[src/core/irxmf_pkg.sv]
// Operation
// RL1 - Highest label enable set: accept packets carrying tag 11b.
// RL2 - Second label enable set: accept packets carrying tag 10b.
// RL3 - Label-one enable set: accept tag 01b packets, subject to the marker screen.
// RL4 - Label-zero enable set: accept packets carrying tag 00b.
// RL5 - Bit 27 of the match settings always reads as zero.
// RL6 - Start value is 15 bits: two seconds bits above a 13-bit period count.
// RL7 - With start gate on, receive opens when timer bits equal the start value.
// RL8 - While the descriptor waits on sync, packet sync must equal the sync field.
// RL9 - Marker screen plus label-one: tag 01b accepted only when sync bits 3:2 are 00b.
// RL10 - Marker screen never affects packets with tags other than 01b.
// RL11 - Marker screen clear: the four label enables alone decide acceptance.
// RL12 - Only packets whose channel equals the 6-bit lane id are accepted.
// RL13 - Bit 7 of the match settings always reads as zero.
// RL14 - Four independent receive contexts, each with its own match settings.
// RL15 - Filtering of a context takes effect only once its run bit is set.
// RL16 - A packet failing any enabled criterion is discarded, never passed on.
package irxmf_pkg;
    localparam int NCTX = 4;
    localparam int CTXW = 2;
    localparam int AW = 16;
    localparam int DW = 32;

    // Register map, byte addresses, one block of registers per context.
    localparam logic [AW-1:0] CTRL_BASE = 16'h4100;
    localparam logic [AW-1:0] MATCH_BASE = 16'h410C;
    localparam logic [AW-1:0] CTX_STRIDE = 16'h0020;

    // Match settings layout.
    localparam int M_LABEL_THREE_ACCEPT = 31;
    localparam int M_LABEL_TWO_ACCEPT = 30;
    localparam int M_LABEL_ONE_ACCEPT = 29;
    localparam int M_LABEL_ZERO_ACCEPT = 28;
    localparam int M_RSVD_HI = 27;
    localparam int M_START_HI = 26;
    localparam int M_START_LO = 12;
    localparam int M_SYNC_HI = 11;
    localparam int M_SYNC_LO = 8;
    localparam int M_RSVD_LO = 7;
    localparam int M_SCREEN = 6;
    localparam int M_LANE_HI = 5;
    localparam int M_LANE_LO = 0;
    localparam logic [DW-1:0] MATCH_WMASK = 32'hF7FF_FF7F;
    localparam logic [DW-1:0] MATCH_RESET = 32'h0000_0000;

    // Context control layout.
    localparam int C_GATE = 29;
    localparam int C_RUN = 15;
    localparam int C_OPEN = 10;

    // Cycle timer bits compared with the start value.
    localparam int T_HI = 26;
    localparam int T_LO = 12;

    // Isochronous header quadlet layout.
    localparam int H_TAG_HI = 15;
    localparam int H_TAG_LO = 14;
    localparam int H_CHAN_HI = 13;
    localparam int H_CHAN_LO = 8;
    localparam int H_SY_HI = 3;
    localparam int H_SY_LO = 0;
    localparam logic [1:0] TAG_11 = 2'h3;
    localparam logic [1:0] TAG_10 = 2'h2;
    localparam logic [1:0] TAG_01 = 2'h1;
    localparam logic [1:0] SY_TOP_ZERO = 2'h0;

    // Buffer payload: context, last flag, data word.
    localparam int PW = CTXW + 1 + DW;

    typedef enum logic [1:0] {
        IRXMF_IDLE,
        IRXMF_PASS,
        IRXMF_DROP
    } irxmf_state_t;
endpackage

[src/core/irxmf_filter.sv]
`timescale 1ns/100ps
// Isochronous receive match filter for four receive contexts.
module irxmf_filter
    import irxmf_pkg::*;
(
    input wire logic pclk,
    input wire logic presetn,
    input wire logic psel,
    input wire logic penable,
    input wire logic pwrite,
    input wire logic [AW-1:0] paddr,
    input wire logic [DW-1:0] pwdata,
    output logic [DW-1:0] prdata,
    output logic pready,
    output logic pslverr,
    input wire logic [DW-1:0] cycle_timer,
    input wire logic [NCTX-1:0] wait_sync,
    input wire logic in_valid,
    output logic in_ready,
    input wire logic [DW-1:0] in_data,
    input wire logic in_first,
    input wire logic in_last,
    output logic out_valid,
    input wire logic out_ready,
    output logic [DW-1:0] out_data,
    output logic [CTXW-1:0] out_ctx,
    output logic out_last
);
    logic [DW-1:0] match_v [NCTX];
    logic [NCTX-1:0] run_v, gate_v, open_v, hit_v, wr_match, wr_ctrl, sel_match, sel_ctrl;
    logic acc, setup;
    logic pready_q, pready_d, pslverr_q, pslverr_d;
    logic [DW-1:0] prdata_q, prdata_d;
    logic [1:0] tag;
    logic [5:0] chan;
    logic [3:0] sy;

    // Split the header quadlet into its fields.
    assign tag = in_data[H_TAG_HI:H_TAG_LO];
    assign chan = in_data[H_CHAN_HI:H_CHAN_LO];
    assign sy = in_data[H_SY_HI:H_SY_LO];

    // A write lands only at the edge where the master sees pready high.
    assign acc = psel && penable && pready_q;
    assign setup = psel && penable && !pready_q;

    // Per-context registers and acceptance test.
    for (genvar i = 0; i < NCTX; i++) begin : g_ctx // RL14
        logic [DW-1:0] match_q, match_d;
        logic run_q, run_d, gate_q, gate_d, open_q, open_d;
        logic tag_ok, sync_ok;

        assign sel_match[i] = (paddr == AW'(MATCH_BASE + AW'(i) * CTX_STRIDE));
        assign sel_ctrl[i] = (paddr == AW'(CTRL_BASE + AW'(i) * CTX_STRIDE));
        assign wr_match[i] = acc && pwrite && sel_match[i];
        assign wr_ctrl[i] = acc && pwrite && sel_ctrl[i];

        // Next values; receive stays shut until the run bit is set.
        always_comb begin
            match_d = match_q;
            run_d = run_q;
            gate_d = gate_q;
            open_d = open_q;
            if (wr_match[i]) begin
                match_d = pwdata & MATCH_WMASK; // RL5 RL13 RL6
            end
            if (wr_ctrl[i]) begin
                run_d = pwdata[C_RUN];
                gate_d = pwdata[C_GATE];
            end
            if (!run_q) begin
                open_d = 1'b0; // RL15
            end else if (!gate_q) begin
                open_d = 1'b1;
            end else if (cycle_timer[T_HI:T_LO] == match_q[M_START_HI:M_START_LO]) begin
                open_d = 1'b1; // RL7
            end
        end

        always_ff @(posedge pclk or negedge presetn) begin
            if (!presetn) begin
                match_q <= MATCH_RESET;
                run_q <= 1'b0;
                gate_q <= 1'b0;
                open_q <= 1'b0;
            end else begin
                match_q <= match_d;
                run_q <= run_d;
                gate_q <= gate_d;
                open_q <= open_d;
            end
        end

        // Tag test; the marker screen only narrows tag 01b.
        always_comb begin
            case (tag)
                TAG_11: tag_ok = match_q[M_LABEL_THREE_ACCEPT]; // RL1 RL10
                TAG_10: tag_ok = match_q[M_LABEL_TWO_ACCEPT]; // RL2 RL10
                TAG_01: tag_ok = match_q[M_LABEL_ONE_ACCEPT] && (!match_q[M_SCREEN]
                    || sy[H_SY_HI:H_SY_HI-1] == SY_TOP_ZERO); // RL3 RL9 RL11
                default: tag_ok = match_q[M_LABEL_ZERO_ACCEPT]; // RL4 RL10
            endcase
        end

        assign sync_ok = !wait_sync[i] || (sy == match_q[M_SYNC_HI:M_SYNC_LO]); // RL8
        assign hit_v[i] = run_q && open_q && tag_ok && sync_ok
            && (chan == match_q[M_LANE_HI:M_LANE_LO]); // RL12 RL15
        assign match_v[i] = match_q;
        assign run_v[i] = run_q;
        assign gate_v[i] = gate_q;
        assign open_v[i] = open_q;
    end

    // Register read mux and unmapped-address error, prepared one cycle ahead.
    always_comb begin
        prdata_d = '0;
        pslverr_d = 1'b1;
        for (int k = 0; k < NCTX; k++) begin
            if (sel_match[k]) begin
                prdata_d = match_v[k];
                pslverr_d = 1'b0;
            end
            if (sel_ctrl[k]) begin
                prdata_d[C_RUN] = run_v[k];
                prdata_d[C_GATE] = gate_v[k];
                prdata_d[C_OPEN] = open_v[k];
                pslverr_d = 1'b0;
            end
        end
        if (!setup) begin
            prdata_d = prdata_q;
            pslverr_d = 1'b0;
        end
        pready_d = setup;
    end

    always_ff @(posedge pclk or negedge presetn) begin
        if (!presetn) begin
            prdata_q <= '0;
            pready_q <= 1'b0;
            pslverr_q <= 1'b0;
        end else begin
            prdata_q <= prdata_d;
            pready_q <= pready_d;
            pslverr_q <= pslverr_d;
        end
    end

    assign prdata = prdata_q;
    assign pready = pready_q;
    assign pslverr = pslverr_q;

    // Packet path state.
    irxmf_state_t st_q, st_d;
    logic [CTXW-1:0] ctx_q, ctx_d, pick;
    logic any_hit, take, hdr_take, push, buf_ready;
    logic [PW-1:0] buf_out;

    // Lowest numbered hitting context wins when several match.
    always_comb begin
        pick = '0;
        for (int k = NCTX - 1; k >= 0; k--) begin
            if (hit_v[k]) begin
                pick = CTXW'(k);
            end
        end
    end

    assign any_hit = |hit_v;
    assign take = in_valid && buf_ready;
    assign hdr_take = take && st_q == IRXMF_IDLE;

    // A rejected header steers the rest of its packet into the drop state.
    always_comb begin
        st_d = st_q;
        ctx_d = ctx_q;
        push = 1'b0;
        case (st_q)
            IRXMF_IDLE: begin
                if (take && in_first) begin
                    if (any_hit) begin
                        push = 1'b1;
                        ctx_d = pick;
                        st_d = in_last ? IRXMF_IDLE : IRXMF_PASS;
                    end else begin
                        st_d = in_last ? IRXMF_IDLE : IRXMF_DROP; // RL16
                    end
                end
            end
            IRXMF_PASS: begin
                push = take;
                if (take && in_last) begin
                    st_d = IRXMF_IDLE;
                end
            end
            IRXMF_DROP: begin
                if (take && in_last) begin
                    st_d = IRXMF_IDLE; // RL16
                end
            end
            default: st_d = IRXMF_IDLE;
        endcase
    end

    always_ff @(posedge pclk or negedge presetn) begin
        if (!presetn) begin
            st_q <= IRXMF_IDLE;
            ctx_q <= '0;
        end else begin
            st_q <= st_d;
            ctx_q <= ctx_d;
        end
    end

    // Dropped words still wait on the buffer, trading a little throughput for one ready flop.
    irxmf_buf #(.W(PW)) u_buf (
        .clk(pclk),
        .rst_n(presetn),
        .in_valid(push),
        .in_ready(buf_ready),
        .in_data({ctx_d, in_last, in_data}),
        .out_valid(out_valid),
        .out_ready(out_ready),
        .out_data(buf_out)
    );

    assign in_ready = buf_ready;
    assign out_ctx = buf_out[PW-1:PW-CTXW];
    assign out_last = buf_out[DW];
    assign out_data = buf_out[DW-1:0];

    // Checks beside the logic they guard.
    property p_rsvd27;
        @(posedge pclk) disable iff (!presetn) pready_q |-> !prdata_q[M_RSVD_HI];
    endproperty
    a_rsvd27: assert property (p_rsvd27) else $error("reserved bit 27 read as one"); // RL5

    property p_rsvd7;
        @(posedge pclk) disable iff (!presetn)
        (setup && sel_match[0]) |=> (!prdata_q[M_RSVD_LO] && pready_q);
    endproperty
    a_rsvd7: assert property (p_rsvd7) else $error("reserved bit 7 read as one"); // RL13

    property p_start;
        @(posedge pclk) disable iff (!presetn)
        (wr_match[0]) |=> (match_v[0][M_START_HI:M_START_LO]
            == $past(pwdata[M_START_HI:M_START_LO]));
    endproperty
    a_start: assert property (p_start) else $error("start value not stored"); // RL6

    property p_open;
        @(posedge pclk) disable iff (!presetn)
        (run_v[1] && gate_v[1] && !open_v[1] && !wr_ctrl[1]
            && cycle_timer[T_HI:T_LO] != match_v[1][M_START_HI:M_START_LO])
            |=> !open_v[1];
    endproperty
    a_open: assert property (p_open) else $error("context opened before start"); // RL7

    property p_run;
        @(posedge pclk) disable iff (!presetn)
        (hdr_take && in_first && any_hit) |-> (run_v[pick] && open_v[pick]);
    endproperty
    a_run: assert property (p_run) else $error("stopped context accepted"); // RL15

    property p_lane;
        @(posedge pclk) disable iff (!presetn)
        (hdr_take && in_first && any_hit)
            |-> chan == match_v[pick][M_LANE_HI:M_LANE_LO];
    endproperty
    a_lane: assert property (p_lane) else $error("channel mismatch accepted"); // RL12

    property p_screen;
        @(posedge pclk) disable iff (!presetn)
        (hdr_take && in_first && any_hit && tag == TAG_01 && match_v[pick][M_SCREEN])
            |-> sy[H_SY_HI:H_SY_HI-1] == SY_TOP_ZERO;
    endproperty
    a_screen: assert property (p_screen) else $error("screened tag 01b accepted"); // RL9

    property p_sync;
        @(posedge pclk) disable iff (!presetn)
        (hdr_take && in_first && any_hit && wait_sync[pick])
            |-> sy == match_v[pick][M_SYNC_HI:M_SYNC_LO];
    endproperty
    a_sync: assert property (p_sync) else $error("sync mismatch accepted"); // RL8

    property p_drop;
        @(posedge pclk) disable iff (!presetn)
        (hdr_take && in_first && !any_hit && !in_last) |=> (st_q == IRXMF_DROP) ##0 !push;
    endproperty
    a_drop: assert property (p_drop) else $error("rejected packet not dropped"); // RL16
endmodule // irxmf_filter

[src/core/irxmf_buf.sv]
`timescale 1ns/100ps
// Two-entry buffer; both handshake outputs come straight from flip-flops.
module irxmf_buf
    import irxmf_pkg::*;
#(
    parameter int W = PW
) (
    input wire logic clk,
    input wire logic rst_n,
    input wire logic in_valid,
    output logic in_ready,
    input wire logic [W-1:0] in_data,
    output logic out_valid,
    input wire logic out_ready,
    output logic [W-1:0] out_data
);
    logic [W-1:0] head_q, head_d, tail_q, tail_d;
    logic [1:0] cnt_q, cnt_d;
    logic rdy_q, rdy_d, vld_q, vld_d;
    logic push, pop;

    // Ready is registered from the count, so a push can never land on a full buffer.
    always_comb begin
        push = in_valid && rdy_q;
        pop = vld_q && out_ready;
        head_d = head_q;
        tail_d = tail_q;
        cnt_d = cnt_q;
        if (pop) begin
            if (cnt_q == 2'd2) begin
                head_d = tail_q;
                if (push) begin
                    tail_d = in_data;
                end
            end else if (push) begin
                head_d = in_data;
            end
        end else if (push) begin
            if (cnt_q == 2'd0) begin
                head_d = in_data;
            end else begin
                tail_d = in_data;
            end
        end
        cnt_d = 2'(cnt_q + {1'b0, push} - {1'b0, pop});
        rdy_d = (cnt_d != 2'd2);
        vld_d = (cnt_d != 2'd0);
    end

    // Register stage.
    always_ff @(posedge clk or negedge rst_n) begin
        if (!rst_n) begin
            head_q <= '0;
            tail_q <= '0;
            cnt_q <= 2'd0;
            rdy_q <= 1'b0;
            vld_q <= 1'b0;
        end else begin
            head_q <= head_d;
            tail_q <= tail_d;
            cnt_q <= cnt_d;
            rdy_q <= rdy_d;
            vld_q <= vld_d;
        end
    end

    assign in_ready = rdy_q;
    assign out_valid = vld_q;
    assign out_data = head_q;
endmodule // irxmf_buf

[config.mk]
export PLATFORM = sky130hd
export DESIGN_NAME = irxmf_filter
export DESIGN_NICKNAME = d
export VERILOG_FILES = /design/src/core/irxmf_pkg.sv /design/src/core/irxmf_filter.sv /design/src/core/irxmf_buf.sv
export SDC_FILE = /design/constraint.sdc
export NUM_CORES = 1
export LEC_CHECK = 0
export BUFFER_PORTS_ARGS = -buffer_cell sky130_fd_sc_hd__clkbuf_2
export CELL_PAD_IN_SITES_DETAIL_PLACEMENT = 0
export CELL_PAD_IN_SITES_GLOBAL_PLACEMENT = 2
export CORE_UTILIZATION = 40
export CTS_CLUSTER_DIAMETER = 40
export DETAILED_ROUTE_END_ITERATION = 10
export PLACE_DENSITY = 0.84
export SLEW_MARGIN = 10
export SYNTH_ARGS = -nofsm -noshare
export SYNTH_HDL_FRONTEND = slang
export SYNTH_SLANG_ARGS = --single-unit
[constraint.sdc]
create_clock -name pclk -period 6.25 [get_ports pclk]
set_input_delay 0 -clock pclk [delete_from_list [all_inputs] [get_ports pclk]]
set_output_delay 0 -clock pclk [all_outputs]
set_load 0.03 [all_outputs]
Word level (Yosys, flattened, before mapping)

Cells that the tools add are included.

Bits in registers: 244
Latch bits: 0
RAM bits: 0
Bits in read-only memories: 0
Output and inout bits: 71
Logic and storage cells: 195
Memories kept: 0

Add/sub/neg operators: 2
Multipliers: 0
Divide/modulo/power cells: 0
Order comparisons: 0
Equality and inequality tests: 35
Shift-type cells: 0
Mux-type cells: 66
Bitwise operators: 0
Reductions and logical operators: 66

Operators by type and width:

| operator                                              | count |
|---|---|
| two-way mux 35 bit                                    | 9 |
| equality test 16 x 15 -> 1 bit, second input constant | 8 |
| two-way mux 32 bit                                    | 4 |
| equality test 15 bit                                  | 4 |
| logical AND 1 bit                                     | 37 |
| two-way mux 1 bit                                     | 36 |
| equality test 6 bit                                   | 4 |
| two-way mux 2 bit                                     | 11 |
| equality test 4 bit                                   | 4 |
| != test 3 x 2 -> 1 bit, second input constant         | 4 |
| one-hot mux 1 bit (3 select lines)                    | 4 |
| zero test 1 bit                                       | 9 |
| equality test 2 bit, second input constant            | 4 |
| logical OR 1 bit                                      | 8 |
| nonzero test 2 bit                                    | 4 |
| zero test 2 bit                                       | 3 |
| != test 2 x 1 -> 1 bit, second input constant         | 3 |
| AND reduction 3 bit                                   | 2 |
| equality test 2 x 1 -> 1 bit, second input constant   | 2 |
| != test 2 bit, second input constant                  | 2 |
| one-hot mux 2 bit (2 select lines)                    | 1 |
| OR reduction 4 bit                                    | 1 |
| adder 2 x 1 -> 2 bit                                  | 1 |
| one-hot mux 1 bit (2 select lines)                    | 1 |
| 3 further kinds                                       | 3 |

Depth between registers and ports, before layout

Word-level depth: 17
Gate-level depth with buffers: 11
Gate-level depth less buffers: 10

Hierarchy

Synthesis repeated with hierarchy kept, for this count alone.

Cells, all modules: 973
Area, all modules: 12081.6 um^2

By module, submodules not included:

| module       | instances | cells an instance | area each (um^2) | sequential area each (um^2) |
|---|---|---|---|---|
| irxmf_filter | 1         | 767               | 8709.6           | 4204.0 |
| irxmf_buf    | 1         | 206               | 3372.0           | 1851.8 |

Worst setup path after synthesis

OpenSTA, ideal clock, no wires.

Kind: flip-flop to flip-flop
Start point: register g_ctx[0].match_q[2]
End point: register u_buf.head_q[10], in the netlist u_buf.out_data[10]
Library setup time: 125 ps
Arrival time: 2287 ps
Slack: 3838 ps
Cell stages (with the launch flop): 9
Cell sequence: dfrtp_1 xor2_1 or4_4 o21ai_2 o21ai_2 a221o_1 nand2_4 buf_12 mux2_4

Word-level cells in the longest chain between the ends: 9

Ends and longest elaborated chain:

| item                                   | line                | RTL |
|---|---|---|
| start: declaration                     | irxmf_filter.sv:49  | `logic [DW-1:0] match_q, match_d;` |
| start signal: assignment               | irxmf_filter.sv:87  | `match_q <= match_d;` |
| equality test 6 bit (*)                | irxmf_filter.sv:107 | `&& (chan == match_q[M_LANE_HI:M_LANE_LO]);` |
| logical AND 1 bit (*)                  | irxmf_filter.sv:107 |  |
| OR reduction 4 bit (*)                 | irxmf_filter.sv:169 | `assign any_hit = \|hit_v;` |
| two-way mux 1 bit (*)                  | irxmf_filter.sv:181 | `if (any_hit) begin` |
| two-way mux 1 bit (*)                  | irxmf_filter.sv:180 | `if (take && in_first) begin` |
| one-hot mux 1 bit (2 select lines) (*) | irxmf_filter.sv:178 | `case (st_q)` |
| logical AND 1 bit (*)                  | irxmf_buf.sv:24     | `push = in_valid && rdy_q;` |
| nonzero test 2 bit (no line)           | --                  |  |
| AND reduction 3 bit (no line) (*)      | --                  |  |
| end signal: assignment                 | irxmf_buf.sv:53     | `head_q <= '0;` |
| end signal: assignment                 | irxmf_buf.sv:59     | `head_q <= head_d;` |
| end: declaration                       | irxmf_buf.sv:17     | `logic [W-1:0] head_q, head_d, tail_q, tail_d;` |

Every way passes the cells marked *; elsewhere a longest branch is shown, timed or not.
A chain may end at the register's enable or synchronous reset.

Final worst setup path

Start point: register g_ctx[2].match_q[1]
End point: register u_buf.head_q[2], in the netlist u_buf.out_data[2]

Word-level cells in the longest chain between the ends: 9

Ends and longest elaborated chain:

| item                                   | line |
|---|---|
| start: declaration                     | irxmf_filter.sv:49 |
| start signal: assignment               | irxmf_filter.sv:87 |
| equality test 6 bit (*)                | irxmf_filter.sv:107 |
| logical AND 1 bit (*)                  | irxmf_filter.sv:107 |
| OR reduction 4 bit (*)                 | irxmf_filter.sv:169 |
| two-way mux 1 bit (*)                  | irxmf_filter.sv:181 |
| two-way mux 1 bit (*)                  | irxmf_filter.sv:180 |
| one-hot mux 1 bit (2 select lines) (*) | irxmf_filter.sv:178 |
| logical AND 1 bit (*)                  | irxmf_buf.sv:24 |
| nonzero test 2 bit (no line)           | -- |
| AND reduction 3 bit (no line) (*)      | -- |

Marks and branches as above.

==> qor.yml <==
sta:
  setup_repair_after_global_routing_missed_its_margin: "no"
  max_slew_margin_pct: 26.2
  post-route-min-period_ns: 3.25
  min_period_over_period_pct: 52.0
  max_freq_mhz: 307
  finalClockSkew_ns: 0.0155
  worst_pin_slew_ns: 1.11
  hold_viol_final: 0
  setup_total_negative_slack_ns: 0
  final-max-slew-violation-count: 0
  layout_setup_ws_ns: 3.00
  setup_violations_final: 0
floorplan:
  design.die.area_um2: 30700
  fp.dieW_um: 175
  floorplan.initialDensity_pct: 40.7
  design.core.area_um2: 29600
  placement_rows: 63
  boundaryPins: 196
  die_height_um: 175
routing:
  met3_wirelength_mm: 1.62
  drt-pass1-iter-count: 4
  vias_per_cell: 5.21
  dr_total_vias: 8260
  finalWirelength_mm: 30.9
  met2_wirelength_mm: 14.3
  post_detailed_route_count_of_antenna_violating_nets: 0
  drc: 0
  topRoutingLayerUsed: "met5"
  routed_wire_length_per_instance_um: 19.5
  routedLengthMet1_mm: 14.7
  drt-initial-drc-count: 445
cts:
  cts_resized: 0
  clock_latency_ns: 0.50
  cts.root.buffer_cell: "sky130_fd_sc_hd__clkbuf_16"
  tritoncts.num_buffers: 36
  cts_num_sinks: 242
  clockBufferDepth: 3
  clkSlewWorstSetupHoldPaths_ns: 0.06
  clock_tree_from_tritoncts: "yes"
  ctsHtreeMaxLevel: 2
synth:
  ys_seq_elements: 242
  synth_cell_type_count: 53
  netlist_instances: 951
  synthesis.area_per_instance_um2: 12.6
  syn_area_um2: 12000
  number_of_flops_mapped_to_enable_cells_by_yosys: 0
  yosys_synthesis_warning_count: 0
  postSynth.asyncResetShare_pct: 100
  synth.yosys.seq_area_share_pct: 50.4
  synth.top_cell.area_share_pct: 50.4
  yosys.area.top_type: "sky130_fd_sc_hd__dfrtp_1"
  synth_flop_cell: "sky130_fd_sc_hd__dfrtp_1"
  ys_top_cells_by_area: "sky130_fd_sc_hd__dfrtp_1, sky130_fd_sc_hd__mux2_2, sky130_fd_sc_hd__mux2_4"
worst_setup_path:
  timing.critical_path.to_type: "flop"
  worstPathArrival_ns: 3.64
  critical_path.startpoint_type: "flop"
  crit_path_to: "u_buf.out_data[2]"
  worst-setup-path-type: "reg2reg"
  r2r_slack_ns: 3.00
  critPathMaxFanout: 35
  worstPathRequired_ns: 6.63
  worstRegToRegCells: 8
  slowest_delay_ns: 0.55
  crit_path_top_delay_cell: "sky130_fd_sc_hd__nor4_1"
  launching_point_of_the_worst_reg2reg_path: "g_ctx[2].match_q[1]"
  setup.worst_path.start: "g_ctx[2].match_q[1]"
  worstReg2RegEnd: "u_buf.out_data[2]"
  crit_path_cell_trace: "xor2_1 > nor4_1 > nand3_1 > o22ai_1 > o21ai_2 > a221o_1 > nand2_4 > mux2_2"
finish:
  syn2layout_area_growth_pct: 25.3
  design.final.nets: 1301
  layout_commonest_cell: "sky130_fd_sc_hd__dfrtp_1"
  antenna_diode_count: 0
  post_layout_nonfiller_instances: 1585
  commonest_cells_after_routing_fill_and_taps_aside: "sky130_fd_sc_hd__dfrtp_1, sky130_fd_sc_hd__clkbuf_2, sky130_fd_sc_hd__mux2_2"
  final_core_util_pct: 50.9
  register_area_um2: 6060
  filler_cell_count: 2664
  multi_input_area_um2: 5570
  drive_gt1_share_pct: 40.8
grt:
  antenna_violations_before_repair: 1
  grt_start_max_net_pins: 113
  global_route_wire_length_before_repair_mm: 48.7
  grt_remaining_overflow: 0
  grt.total_usage_pct: 20.5
  number_of_global_route_vias_before_repair: 8455
power_and_ir_drop:
  fin_total_pwr_mw: 4.76
  leakagePower_nw: 7.25
  ir_worst_vdd_mv: 0.224
  power_density_nw_per_um2: 316
placement:
  hpwl_mm: 20.3
  pre_cts_ws_ns: 3.04
  port_buffers: 174
  routabilityCongestion: 0.824
  numPlacedInstances: 1455
min_path:
  worst_hold_path.num_cells: 4
  min_delay_worst_type: "in2reg"
run_status:
  outcome: "complete, no violations"
flow_run:
  number_of_violations_of_the_max_capacitance_limit: 0
==> flip-flops by register name (all words and copies together) (netlist names) <==
register / cells
g_ctx.match_q: 120
pslverr: 1
u_buf.out_data: 35
u_buf.cnt_q: 2
prdata: 30
g_ctx.gate_q: 4
g_ctx.open_q: 4
u_buf.in_ready: 1
pready: 1
u_buf.out_valid: 1
st_q: 2
u_buf.tail_q: 35
ctx_q: 2
g_ctx.run_q: 4
==> through the flow <==
| stage | hold WS, ns | area (um2) |
|---|---|---|
| finish | 0.0294 | 15100 |
| detailed placement | 0.138 | 13100 |
| global placement | 0.144 | 13100 |
| CTS | 0.000225 | 15100 |
| floorplan | -0.296 | 12000 |
| global route | 0.0612 | 15100 |
==> power by group <==
part	internal [mW]	switching, mW	total (mW)
logic	0.394	0.531	0.925
registers	1.69	0.0738	1.77
clock network	1.34	0.733	2.07
total	3.43	1.34	4.76
==> what timing repair did <==
item | CTS | global route
setup buffers | 0 | 0
hold endpoints to repair | 299 | 0
hold buffers | 69 | 0
==> Yosys cell counts, types with 4 or more instances <==
| cell | number |
|---|---|
| sky130_fd_sc_hd__xor2_1 | 37 |
| sky130_fd_sc_hd__nand2b_1 | 5 |
| sky130_fd_sc_hd__a21oi_1 | 12 |
| sky130_fd_sc_hd__and3_1 | 5 |
| sky130_fd_sc_hd__inv_1 | 16 |
| sky130_fd_sc_hd__mux2_4 | 60 |
| sky130_fd_sc_hd__mux2_2 | 170 |
| sky130_fd_sc_hd__nand4_1 | 16 |
| sky130_fd_sc_hd__buf_6 | 5 |
| sky130_fd_sc_hd__nor2_1 | 13 |
| sky130_fd_sc_hd__o41ai_1 | 6 |
| sky130_fd_sc_hd__clkbuf_1 | 52 |
| sky130_fd_sc_hd__buf_2 | 8 |
| sky130_fd_sc_hd__nor4_1 | 11 |
| sky130_fd_sc_hd__o31a_1 | 4 |
| sky130_fd_sc_hd__a22o_1 | 28 |
| sky130_fd_sc_hd__ha_1 | 4 |
| sky130_fd_sc_hd__xnor2_1 | 65 |
| sky130_fd_sc_hd__nand2_1 | 53 |
| sky130_fd_sc_hd__nand3_1 | 16 |
| sky130_fd_sc_hd__nor3_1 | 11 |
| sky130_fd_sc_hd__o21ai_0 | 41 |
| sky130_fd_sc_hd__a221oi_1 | 28 |
| sky130_fd_sc_hd__dfrtp_1 | 242 |
==> how the worst min path moves through the flow <==
stage | startpoint | to | slack (ns)
floorplan | presetn | ctx_q[0] | -0.30
global placement | presetn | u_buf.tail_q[8] | 0.14
detailed placement | presetn | prdata[4] | 0.14
CTS | paddr[3] | pslverr | 0.0002
global route | in_valid | ctx_q[1] | 0.06
finish | paddr[3] | prdata[29] | 0.03
==> layer usage <==
layer | track usage (%) | vias to the layer above
met5 | 0 | -
met4 | 4.86 | 2
met3 | 3.44 | 32
met2 | 31.9 | 204
met1 | 29.7 | 4153
li1 | - | 3869
==> cell type report <==
class                   count  share of cell area (%)
flip-flops and latches    242                    40.2
multi-input cells         624                    37.0
repair buffers            252                    10.9
clock buffers              42                    6.54
well taps                 390                    3.24
clock inverters            19                    1.69
inverters                  16                   0.399
==> kinds of logic after synthesis <==
kind of cell / synth area share, %
AOI/OAI and AO/OA: 8.48
xor gates and xnor gates: 7.43
adders and majority gates: 0.416
buffers and inverters: 3.55
DFF: 50.4
muxes: 23.7
other: 0.0312
and+or+nand+nor: 6.03
==> worst max-delay path, delay by kind of cell, from the launching register on <==
kind | cells | cell delay [ns]
compound gates | 3 | 0.86
simple gates | 3 | 1.21
mux | 1 | 0.42
flops | 1 | 0.40
xor+xnor | 1 | 0.18
No activity file was read; power rests on OpenSTA's default activity.
